--- config.mk ---
export PLATFORM = sky130hd
export DESIGN_NAME = spm_top
export DESIGN_NICKNAME = d
export VERILOG_FILES = /design/src/inc/spm_pkg.sv /design/src/hdl/spm_top.sv
export SDC_FILE = /design/constraint.sdc
export NUM_CORES = 1
export LEC_CHECK = 0
export BUFFER_PORTS_ARGS = -buffer_cell sky130_fd_sc_hd__buf_2
export CORE_UTILIZATION = 49
export CTS_CLUSTER_DIAMETER = 150
export DETAILED_ROUTE_END_ITERATION = 10
export PLACE_DENSITY = 0.72
export SYNTH_ARGS = -nofsm -noshare
export SYNTH_HDL_FRONTEND = slang
export SYNTH_SLANG_ARGS = --single-unit
export TNS_END_PERCENT = 30
--- constraint.sdc ---
create_clock -name CLK -period 4.06 [get_ports CLK]
set_input_delay 0.609 -clock CLK [delete_from_list [all_inputs] [get_ports CLK]]
set_output_delay 0.609 -clock CLK [all_outputs]
set_load 0.02 [all_outputs]
--- src/inc/spm_pkg.sv ---
// package of register map, field layout and timing constants for the sleep power manager
package spm_pkg;
    // ==========================================================================
    // register offsets (byte addresses on the plain register port)
    localparam logic [7:0] OFS_CONTROL = 8'h00;
    localparam logic [7:0] OFS_SLEEP_CFG = 8'h01;
    localparam logic [7:0] OFS_CPU_DIV = 8'h08;
    localparam logic [7:0] OFS_BUS_A_DIV = 8'h09;
    localparam logic [7:0] OFS_BUS_B_DIV = 8'h0a;
    localparam logic [7:0] OFS_BUS_C_DIV = 8'h0b;
    localparam logic [7:0] OFS_HS_GATES = 8'h14;
    localparam logic [7:0] OFS_A_GATES = 8'h18;
    localparam logic [7:0] OFS_B_GATES = 8'h1c;
    localparam logic [7:0] OFS_C_GATES = 8'h20;
    localparam logic [7:0] OFS_INT_EN_CLR = 8'h34;
    localparam logic [7:0] OFS_INT_EN_SET = 8'h35;
    localparam logic [7:0] OFS_INT_FLAGS = 8'h36;
    localparam logic [7:0] OFS_RESET_SRC = 8'h38;
    localparam logic [7:0] OFS_OSC_CFG = 8'h40;
    localparam logic [7:0] OFS_POWER_STAT = 8'h44;
    // ==========================================================================
    // field positions and widths
    localparam int IDLE_LEVEL_W = 2;
    localparam int DIV_W = 3;
    localparam int PRESCALE_W = 8;
    localparam int BIT_CLOCK_READY = 0;
    localparam int NUM_OSC = 4;
    localparam int NUM_CAUSE = 6;
    // reset cause bit positions
    localparam int CAUSE_POWER_ON = 0;
    localparam int CAUSE_CORE_BROWNOUT = 1;
    localparam int CAUSE_IO_BROWNOUT = 2;
    localparam int CAUSE_EXTERNAL_PIN = 4;
    localparam int CAUSE_WATCHDOG = 5;
    localparam int CAUSE_SOFTWARE_REQ = 6;
    // ==========================================================================
    // reset values
    localparam logic [31:0] HS_GATES_RST = 32'h0000_007f;
    localparam logic [31:0] A_GATES_RST = 32'h0000_007f;
    localparam logic [31:0] B_GATES_RST = 32'h0000_007f;
    localparam logic [31:0] C_GATES_RST = 32'h0001_0000;
    localparam logic [7:0] RESET_SRC_RST = 8'h01;
    // idle level codes
    localparam logic [1:0] IDLE_CPU = 2'h0;
    localparam logic [1:0] IDLE_AHB = 2'h1;
    localparam logic [1:0] IDLE_APB = 2'h2;
    // ==========================================================================
    // clock ready settle delay after a divider write
    localparam int SETTLE_NS = 64;
    localparam int CLK_PERIOD_NS = 8;
    localparam int SETTLE_CYC = (SETTLE_NS + CLK_PERIOD_NS - 1) / CLK_PERIOD_NS;
    localparam int SETTLE_W = 4;
    // power states, one-hot
    typedef enum logic [4:0] {
        ST_ACTIVE = 5'b00001,
        ST_IDLE0 = 5'b00010,
        ST_IDLE1 = 5'b00100,
        ST_IDLE2 = 5'b01000,
        ST_STANDBY = 5'b10000
    } spm_state_t;
endpackage : spm_pkg
--- src/hdl/spm_top.sv ---
// sleep power manager: sleep control, clock gating, prescalers, interrupt and registers
//
// Notes on behaviour
// - sleep on wait-for-interrupt or handler return, level from config
// - idle stops cpu clock, regulator normal
// - wake sources narrow as idle level rises
// - standby stops clocks, regulator and ram low-power
// - standby wakes only on asynchronous interrupts
// - idle halts domains regardless of gate masks
// - idle also entered on handler return
// - qualified interrupt returns to active mode
// - manager itself keeps running in idle
// - clock ready flag sets when setting effective
// - enable set/clear by writing ones
// - request high while flag and enable set
// - writing one clears the flag
// - ready flag reads zero until setting effective
// - cpu and bus clocks divide by power of two
// - reset cause shows most recent source
//
// The address-and-strobe port was chosen for this implementation.
`timescale 1ns/10ps
module spm_top (
    input wire logic CLK,
    input wire logic SRST,
    input wire logic [7:0] ADDR,
    input wire logic [31:0] WDATA,
    input wire logic WR,
    input wire logic RD,
    output logic [31:0] RDATA,
    input wire logic SLEEP_REQ,
    input wire logic HANDLER_EXIT,
    input wire logic DEEP_SLEEP_SELECT,
    input wire logic IDLE_AFTER_HANDLER_RETURN,
    input wire logic WAKE_EXCEPTION,
    input wire logic WAKE_AHB_IRQ,
    input wire logic WAKE_APB_IRQ,
    input wire logic WAKE_ASYNC_IRQ,
    input wire logic [5:0] RESET_CAUSE_IN,
    input wire logic RESET_CAUSE_VALID,
    input wire logic [3:0] OSC_REQUEST,
    output logic CPU_CLK_EN,
    output logic AHB_CLK_EN,
    output logic BUS_A_CLK_EN,
    output logic BUS_B_CLK_EN,
    output logic BUS_C_CLK_EN,
    output logic [31:0] HS_MODULE_EN,
    output logic [31:0] A_MODULE_EN,
    output logic [31:0] B_MODULE_EN,
    output logic [31:0] C_MODULE_EN,
    output logic [3:0] OSC_RUN,
    output logic REG_LOW_POWER,
    output logic RAM_LOW_POWER,
    output logic IRQ
);
    // ==========================================================================
    // input synchronisers for asynchronous wake and oscillator requests
    logic [4:0] sync1_reg;
    logic [4:0] sync2_reg;
    logic [4:0] sync_next;
    logic async_wake;
    logic [3:0] osc_req;
    always_comb begin
        sync_next = {OSC_REQUEST, WAKE_ASYNC_IRQ};
    end
    always_ff @(posedge CLK) begin
        if (SRST) begin
            sync1_reg <= 5'h0_0;
            sync2_reg <= 5'h0_0;
        end else begin
            sync1_reg <= sync_next;
            sync2_reg <= sync1_reg;
        end
    end
    assign async_wake = sync2_reg[0];
    assign osc_req = sync2_reg[4:1];

    // ==========================================================================
    // register file
    logic [1:0] sleep_level_config_reg, sleep_level_config_next;
    logic [2:0] cpu_div_reg, cpu_div_next;
    logic [2:0] a_div_reg, a_div_next;
    logic [2:0] b_div_reg, b_div_next;
    logic [2:0] c_div_reg, c_div_next;
    logic [31:0] hs_gates_reg, hs_gates_next;
    logic [31:0] a_gates_reg, a_gates_next;
    logic [31:0] b_gates_reg, b_gates_next;
    logic [31:0] c_gates_reg, c_gates_next;
    logic int_en_reg, int_en_next;
    logic int_flag_reg, int_flag_next;
    logic [7:0] reset_src_reg, reset_src_next;
    logic [3:0] osc_standby_reg, osc_standby_next;
    logic [3:0] osc_run_only_when_requested_reg, osc_run_only_when_requested_next;
    logic [31:0] rdata_reg, rdata_next;
    logic [3:0] settle_cnt_reg, settle_cnt_next;
    logic ready_pulse;
    logic div_write;
    spm_pkg::spm_state_t state_reg, state_next;

    assign div_write = WR && (ADDR == spm_pkg::OFS_CPU_DIV || ADDR == spm_pkg::OFS_BUS_A_DIV
        || ADDR == spm_pkg::OFS_BUS_B_DIV || ADDR == spm_pkg::OFS_BUS_C_DIV);

    // register writes and read mux
    always_comb begin
        sleep_level_config_next = sleep_level_config_reg;
        cpu_div_next = cpu_div_reg;
        a_div_next = a_div_reg;
        b_div_next = b_div_reg;
        c_div_next = c_div_reg;
        hs_gates_next = hs_gates_reg;
        a_gates_next = a_gates_reg;
        b_gates_next = b_gates_reg;
        c_gates_next = c_gates_reg;
        int_en_next = int_en_reg;
        int_flag_next = int_flag_reg;
        reset_src_next = reset_src_reg;
        osc_standby_next = osc_standby_reg;
        osc_run_only_when_requested_next = osc_run_only_when_requested_reg;
        rdata_next = 32'h0000_0000;
        if (WR) begin
            unique case (ADDR)
                spm_pkg::OFS_SLEEP_CFG: sleep_level_config_next = WDATA[1:0];
                spm_pkg::OFS_CPU_DIV: cpu_div_next = WDATA[2:0];
                spm_pkg::OFS_BUS_A_DIV: a_div_next = WDATA[2:0];
                spm_pkg::OFS_BUS_B_DIV: b_div_next = WDATA[2:0];
                spm_pkg::OFS_BUS_C_DIV: c_div_next = WDATA[2:0];
                spm_pkg::OFS_HS_GATES: hs_gates_next = WDATA;
                spm_pkg::OFS_A_GATES: a_gates_next = WDATA;
                spm_pkg::OFS_B_GATES: b_gates_next = WDATA;
                spm_pkg::OFS_C_GATES: c_gates_next = WDATA;
                spm_pkg::OFS_INT_EN_CLR: int_en_next = int_en_reg & ~WDATA[0];
                spm_pkg::OFS_INT_EN_SET: int_en_next = int_en_reg | WDATA[0];
                spm_pkg::OFS_INT_FLAGS: int_flag_next = int_flag_reg & ~WDATA[0];
                spm_pkg::OFS_OSC_CFG: begin
                    osc_standby_next = WDATA[3:0];
                    osc_run_only_when_requested_next = WDATA[11:8];
                end
                default: ;
            endcase
        end
        // flag reads zero while a new setting settles
        if (div_write) begin
            int_flag_next = 1'b0;
        end
        // set wins over a same-cycle clear
        if (ready_pulse) begin
            int_flag_next = 1'b1;
        end
        if (RESET_CAUSE_VALID) begin
            reset_src_next = {1'b0, RESET_CAUSE_IN[5:3], 1'b0, RESET_CAUSE_IN[2:0]};
        end
        if (RD) begin
            unique case (ADDR)
                spm_pkg::OFS_SLEEP_CFG: rdata_next = {30'h0, sleep_level_config_reg};
                spm_pkg::OFS_CPU_DIV: rdata_next = {29'h0, cpu_div_reg};
                spm_pkg::OFS_BUS_A_DIV: rdata_next = {29'h0, a_div_reg};
                spm_pkg::OFS_BUS_B_DIV: rdata_next = {29'h0, b_div_reg};
                spm_pkg::OFS_BUS_C_DIV: rdata_next = {29'h0, c_div_reg};
                spm_pkg::OFS_HS_GATES: rdata_next = hs_gates_reg;
                spm_pkg::OFS_A_GATES: rdata_next = a_gates_reg;
                spm_pkg::OFS_B_GATES: rdata_next = b_gates_reg;
                spm_pkg::OFS_C_GATES: rdata_next = c_gates_reg;
                spm_pkg::OFS_INT_EN_CLR: rdata_next = {31'h0, int_en_reg};
                spm_pkg::OFS_INT_EN_SET: rdata_next = {31'h0, int_en_reg};
                spm_pkg::OFS_INT_FLAGS: rdata_next = {31'h0, int_flag_reg};
                spm_pkg::OFS_RESET_SRC: rdata_next = {24'h0, reset_src_reg};
                spm_pkg::OFS_OSC_CFG: rdata_next = {20'h0, osc_run_only_when_requested_reg, 4'h0, osc_standby_reg};
                spm_pkg::OFS_POWER_STAT: rdata_next = {27'h0, state_reg};
                default: rdata_next = 32'h0000_0000;
            endcase
        end
    end
    always_ff @(posedge CLK) begin
        if (SRST) begin
            sleep_level_config_reg <= spm_pkg::IDLE_CPU;
            cpu_div_reg <= 3'h0;
            a_div_reg <= 3'h0;
            b_div_reg <= 3'h0;
            c_div_reg <= 3'h0;
            hs_gates_reg <= spm_pkg::HS_GATES_RST;
            a_gates_reg <= spm_pkg::A_GATES_RST;
            b_gates_reg <= spm_pkg::B_GATES_RST;
            c_gates_reg <= spm_pkg::C_GATES_RST;
            int_en_reg <= 1'b0;
            int_flag_reg <= 1'b0;
            reset_src_reg <= spm_pkg::RESET_SRC_RST;
            osc_standby_reg <= 4'h0;
            osc_run_only_when_requested_reg <= 4'h0;
            rdata_reg <= 32'h0000_0000;
        end else begin
            sleep_level_config_reg <= sleep_level_config_next;
            cpu_div_reg <= cpu_div_next;
            a_div_reg <= a_div_next;
            b_div_reg <= b_div_next;
            c_div_reg <= c_div_next;
            hs_gates_reg <= hs_gates_next;
            a_gates_reg <= a_gates_next;
            b_gates_reg <= b_gates_next;
            c_gates_reg <= c_gates_next;
            int_en_reg <= int_en_next;
            int_flag_reg <= int_flag_next;
            reset_src_reg <= reset_src_next;
            osc_standby_reg <= osc_standby_next;
            osc_run_only_when_requested_reg <= osc_run_only_when_requested_next;
            rdata_reg <= rdata_next;
        end
    end

    // ==========================================================================
    // settle counter for new divider settings
    always_comb begin
        settle_cnt_next = settle_cnt_reg;
        ready_pulse = 1'b0;
        if (div_write) begin
            settle_cnt_next = 4'(spm_pkg::SETTLE_CYC);
        end else if (settle_cnt_reg != 4'h0) begin
            settle_cnt_next = settle_cnt_reg - 4'h1;
            ready_pulse = (settle_cnt_reg == 4'h1);
        end
    end
    always_ff @(posedge CLK) begin
        if (SRST) begin
            settle_cnt_reg <= 4'h0;
        end else begin
            settle_cnt_reg <= settle_cnt_next;
        end
    end

    // ==========================================================================
    // free running prescaler; each domain ticks on 2^div
    logic [7:0] pre_reg, pre_next;
    logic [3:0] tick;
    logic [2:0] divs [4];
    assign divs[0] = cpu_div_reg;
    assign divs[1] = a_div_reg;
    assign divs[2] = b_div_reg;
    assign divs[3] = c_div_reg;
    always_comb begin
        pre_next = pre_reg + 8'h01;
    end
    always_ff @(posedge CLK) begin
        if (SRST) begin
            pre_reg <= 8'h00;
        end else begin
            pre_reg <= pre_next;
        end
    end
    // tick when the low div bits are all ones
    genvar gi;
    generate
        for (gi = 0; gi < 4; gi++) begin : g_tick
            assign tick[gi] = ((pre_reg | ~(8'hff >> (4'h8 - {1'b0, divs[gi]}))) == 8'hff);
        end
    endgenerate

    // ==========================================================================
    // power state machine
    logic wake;
    always_comb begin
        state_next = state_reg;
        unique case (state_reg)
            spm_pkg::ST_IDLE0: wake = WAKE_EXCEPTION && (WAKE_AHB_IRQ || WAKE_APB_IRQ || async_wake);
            spm_pkg::ST_IDLE1: wake = WAKE_EXCEPTION && (WAKE_APB_IRQ || async_wake);
            spm_pkg::ST_IDLE2: wake = WAKE_EXCEPTION && async_wake;
            spm_pkg::ST_STANDBY: wake = WAKE_EXCEPTION && async_wake;
            default: wake = 1'b0;
        endcase
        unique case (state_reg)
            spm_pkg::ST_ACTIVE: begin
                // enter on instruction or handler return
                if (SLEEP_REQ || (HANDLER_EXIT && IDLE_AFTER_HANDLER_RETURN)) begin
                    if (DEEP_SLEEP_SELECT) begin
                        state_next = spm_pkg::ST_STANDBY;
                    end else if (sleep_level_config_reg == spm_pkg::IDLE_CPU) begin
                        state_next = spm_pkg::ST_IDLE0;
                    end else if (sleep_level_config_reg == spm_pkg::IDLE_AHB) begin
                        state_next = spm_pkg::ST_IDLE1;
                    end else begin
                        state_next = spm_pkg::ST_IDLE2;
                    end
                end
            end
            default: if (wake) state_next = spm_pkg::ST_ACTIVE;
        endcase
    end
    // this logic runs on the main clock in every state
    always_ff @(posedge CLK) begin
        if (SRST) begin
            state_reg <= spm_pkg::ST_ACTIVE;
        end else begin
            state_reg <= state_next;
        end
    end

    // ==========================================================================
    // registered outputs
    logic run_cpu, run_ahb, run_apb, sby;
    logic [4:0] en_next;
    logic [3:0] osc_next;
    logic irq_next;
    always_comb begin
        run_cpu = (state_reg == spm_pkg::ST_ACTIVE);
        run_ahb = run_cpu || state_reg == spm_pkg::ST_IDLE0;
        run_apb = run_ahb || state_reg == spm_pkg::ST_IDLE1;
        sby = (state_reg == spm_pkg::ST_STANDBY);
        en_next = {run_apb & tick[3], run_apb & tick[2], run_apb & tick[1],
            run_ahb & tick[0], run_cpu & tick[0]};
        for (int i = 0; i < spm_pkg::NUM_OSC; i++) begin
            if (sby) begin
                osc_next[i] = osc_standby_reg[i] && (!osc_run_only_when_requested_reg[i] || osc_req[i]);
            end else begin
                osc_next[i] = !osc_run_only_when_requested_reg[i] || osc_req[i];
            end
        end
        irq_next = int_flag_next && int_en_next;
    end
    always_ff @(posedge CLK) begin
        if (SRST) begin
            CPU_CLK_EN <= 1'b0;
            AHB_CLK_EN <= 1'b0;
            BUS_A_CLK_EN <= 1'b0;
            BUS_B_CLK_EN <= 1'b0;
            BUS_C_CLK_EN <= 1'b0;
            HS_MODULE_EN <= 32'h0000_0000;
            A_MODULE_EN <= 32'h0000_0000;
            B_MODULE_EN <= 32'h0000_0000;
            C_MODULE_EN <= 32'h0000_0000;
            OSC_RUN <= 4'h0;
            REG_LOW_POWER <= 1'b0;
            RAM_LOW_POWER <= 1'b0;
            IRQ <= 1'b0;
        end else begin
            {BUS_C_CLK_EN, BUS_B_CLK_EN, BUS_A_CLK_EN, AHB_CLK_EN, CPU_CLK_EN} <= en_next;
            // stopped domains override the gate masks
            HS_MODULE_EN <= hs_gates_reg & {32{run_ahb}};
            A_MODULE_EN <= a_gates_reg & {32{run_apb}};
            B_MODULE_EN <= b_gates_reg & {32{run_apb}};
            C_MODULE_EN <= c_gates_reg & {32{run_apb}};
            OSC_RUN <= osc_next;
            REG_LOW_POWER <= sby;
            RAM_LOW_POWER <= sby;
            IRQ <= irq_next;
        end
    end
    assign RDATA = rdata_reg;
endmodule : spm_top

==> results.cfg <==
[run_status]
outcome = finished clean

[min_path]
holdPathEnd = sync1_reg[0]
hold_start = WAKE_ASYNC_IRQ
holdPathStages = 2
hp-class = in -> reg

[routing]
wire_per_inst_um = 17.81
vias = 10550
drtIter0Drc = 1024
wl_mm = 34.63
drtAntennaViolNets = 0
drc = 0
drt-pass1-iter-count = 7
routed_via_density = 5.426

[die]
core_area_mm2 = 0.02525
die_w_um = 162.7
rows = 58
die_area_mm2 = 0.02647
io_pins = 235
start_util_pct = 50.10
die_y_um = 162.7

[run]
drv_cap = 0

[synthesis]
post_synth_fa_ha_maj_area_fraction_pct = 1.286
synthDistinctLibCells = 61
synth-edff-count = 0
synth_ff_type = dfxtp_1
synth_xor_area_share_pct = 0.6922
yosys_register_bits = 356
syn_avg_cell_area_um2 = 9.031
async_flop_share_pct = 0
ys_warn_count = 0
synthesis.nets = 1477
yosys.area_share.simple_pct = 23.07
synthCells = 1401
synth-compound-area-share_pct = 12.91
synth_top_family_by_area = simple AND/OR/NAND/NOR gates
syn-cell-area_mm2 = 0.01265
muxShareOfSynthArea_pct = 1.464
ys_seq_area_share_pct = 56.33

[timing]
finalCritPeriodShare_pct = 64.83
max_freq_mhz = 380.0
setup_viol = 0
skew_ps = 17.16
timing.setup.tns_ps = 0
setup_ws_ps = 1428
tightest_slew_ps = 999.2
slew_violations = 0
grt_setup_unrepaired = false
slew_headroom_pct = 33.39
period_minus_slack_ps = 2632
hold_ws_ps = 308.5
finalHoldViolCount = 0

[power]
total_power_w = 0.007503
p_leak_nw = 6.241
peakVddDrop_mv = 0.2782
p_per_area_mw_per_mm2 = 494.5

[global_routing]
grt_pass1_vias = 9910
grt_remaining_overflow = 0
antenna_found_initial = 1
grt_max_degree = 100
grt_use_total_pct = 25.76
grt_pass1_wl_mm = 53.83

[clock_tree]
hold_buffers = 0
cts_tree = yes
cts_sinks = 356
clk_latency_ps = 520
cts-htree-levels = 2
clkSlewWorstSetupHoldPaths_ps = 60
root_buffer = clkbuf_16
post_cts_buffers = 0
cts_buffer_depth = 3
cts_resized = 0
numCtsBuffers = 35

[place]
dp_hpwl_mm = 22.29
dp_slack_ps = 954.3
portBuffers = 234
gp_congestion = 0.8777

[critical_path]
cp-end-kind = register
worstPathArrival_ps = 3050
critPathLaunchType = input pin
cp_max_fo = 18
r2r-end = B_MODULE_EN[1]
r2r-start = state_reg[1]
rrSetupSlack_ps = 1850
worstPathRequired_ps = 4480
rr_worst_depth = 5
path_class = in -> reg

[cells_and_area]
fin_util_pct = 60.09
layout.nets = 1666
drive_above_1_share_pct = 20.20
area_delta_synth_final_pct = 19.94
[metrics by stage]
step | cell area (um2) | instances
finish | 15170 | 1945
global route | 15170 | 1945
CTS | 15170 | 1944
detailed placement | 13990 | 1883
global placement | 13990 | 1883
floorplan | 12650 | 1401
[power by group]
part / switching (W) / internal (W) / leakage, nW
clock: 0.00132 / 0.00195 / 0.581
sequential: 0.0000667 / 0.00359 / 2.88
combinational: 0.000378 / 0.000189 / 2.78
total: 0.00177 / 0.00573 / 6.24
[layout make-up]
cell class	instances	area [um2]
Antenna cell	1	2.502
Inverter	27	101.3
Tap cell	330	412.9
Clock inverter	13	161.4
Multi-Input combinational cell	914	5015
Clock buffer	48	1016
Fill cell	2197	10080
Timing Repair Buffer	256	1339
Sequential cell	356	7127
[how the worst max path moves through the flow]
stage,to,slack (ps),start,cells after the start
2_1_floorplan,RDATA[5],1760,ADDR[3],7
3_3_place_gp,c_gates_reg[21],1040,ADDR[2],7
3_5_place_dp,c_gates_reg[21],950,ADDR[2],7
4_1_cts,c_gates_reg[26],1410,ADDR[2],7
5_1_grt,c_gates_reg[26],1270,ADDR[2],7
6_report,c_gates_reg[26],1430,ADDR[2],7
[layout by cell type, fill, tap and decap left out, types with 7 or more instances in the layout]
cell type,n
and2_1,133
mux2i_1,14
nor2b_1,18
clkbuf_8,7
nand3b_1,7
o21ai_0,13
a31oi_1,10
inv_1,27
nand2_1,325
and3_1,7
buf_4,23
nor2_1,47
a222oi_1,24
nor3_1,7
dfxtp_1,356
nand3_1,46
clkbuf_16,36
xor2_1,7
ha_1,13
buf_2,233
a21oi_1,160
a22oi_1,14
[cell usage after synthesis (2+ instances only)]
cell	n	area share, %
nand2_1	325	9.6
buf_2	19	0.75
a211oi_1	5	0.30
o211ai_1	2	0.12
or2_2	2	0.099
and3_1	7	0.35
o21a_1	4	0.24
a221oi_1	4	0.28
a31oi_1	10	0.49
nand2b_1	3	0.15
or4_1	2	0.12
o2bb2ai_1	2	0.14
and2_1	132	6.5
a32oi_1	3	0.21
nand3_1	46	1.8
a222oi_1	24	1.9
mux4_2	2	0.36
a22oi_1	14	0.83
a32o_1	4	0.32
a21oi_1	160	6.3
inv_1	27	0.80
nand4_1	3	0.15
nor4b_2	2	0.24
nor2b_1	18	0.89
xor2_1	7	0.48
buf_4	4	0.24
nand3b_1	7	0.42
or3_1	2	0.099
mux2i_1	14	1.1
o221a_2	4	0.36
dfxtp_1	356	56
nor3_1	7	0.28
nor4b_1	2	0.14
clkbuf_1	77	2.3
ha_1	13	1.3
o21ai_0	13	0.51
xnor2_1	3	0.21
nor2_1	47	1.4
buf_1	3	0.089
[cells by family after synthesis]
family	after synthesis
AND/OR/NAND/NOR	616
buffers and inverters	131
adder cells (fa/ha/maj)	13
AO/OA/AOI/OAI	259
flip-flops	356
multiplexers	16
XOR/XNOR	10
[critical path, cell delays in order]
cell and delay (ps):
buf_2 190, or4_1 630, nor4b_4 330, and2_1 670
buf_4 350, nand2_1 90, a21oi_1 170
[per-layer routing]
| metal | vias up | track usage, % | routed length, um |
|---|---|---|---|
| met5 | - | 0 | 0 |
| met4 | 0 | 9.473 | 1027 |
| met3 | 75 | 4.074 | 2880 |
| met2 | 481 | 41.74 | 16140 |
| met1 | 4942 | 34.57 | 14580 |
| li1 | 5055 | - | - |
Note: power is estimated with default switching activity, not from simulation.
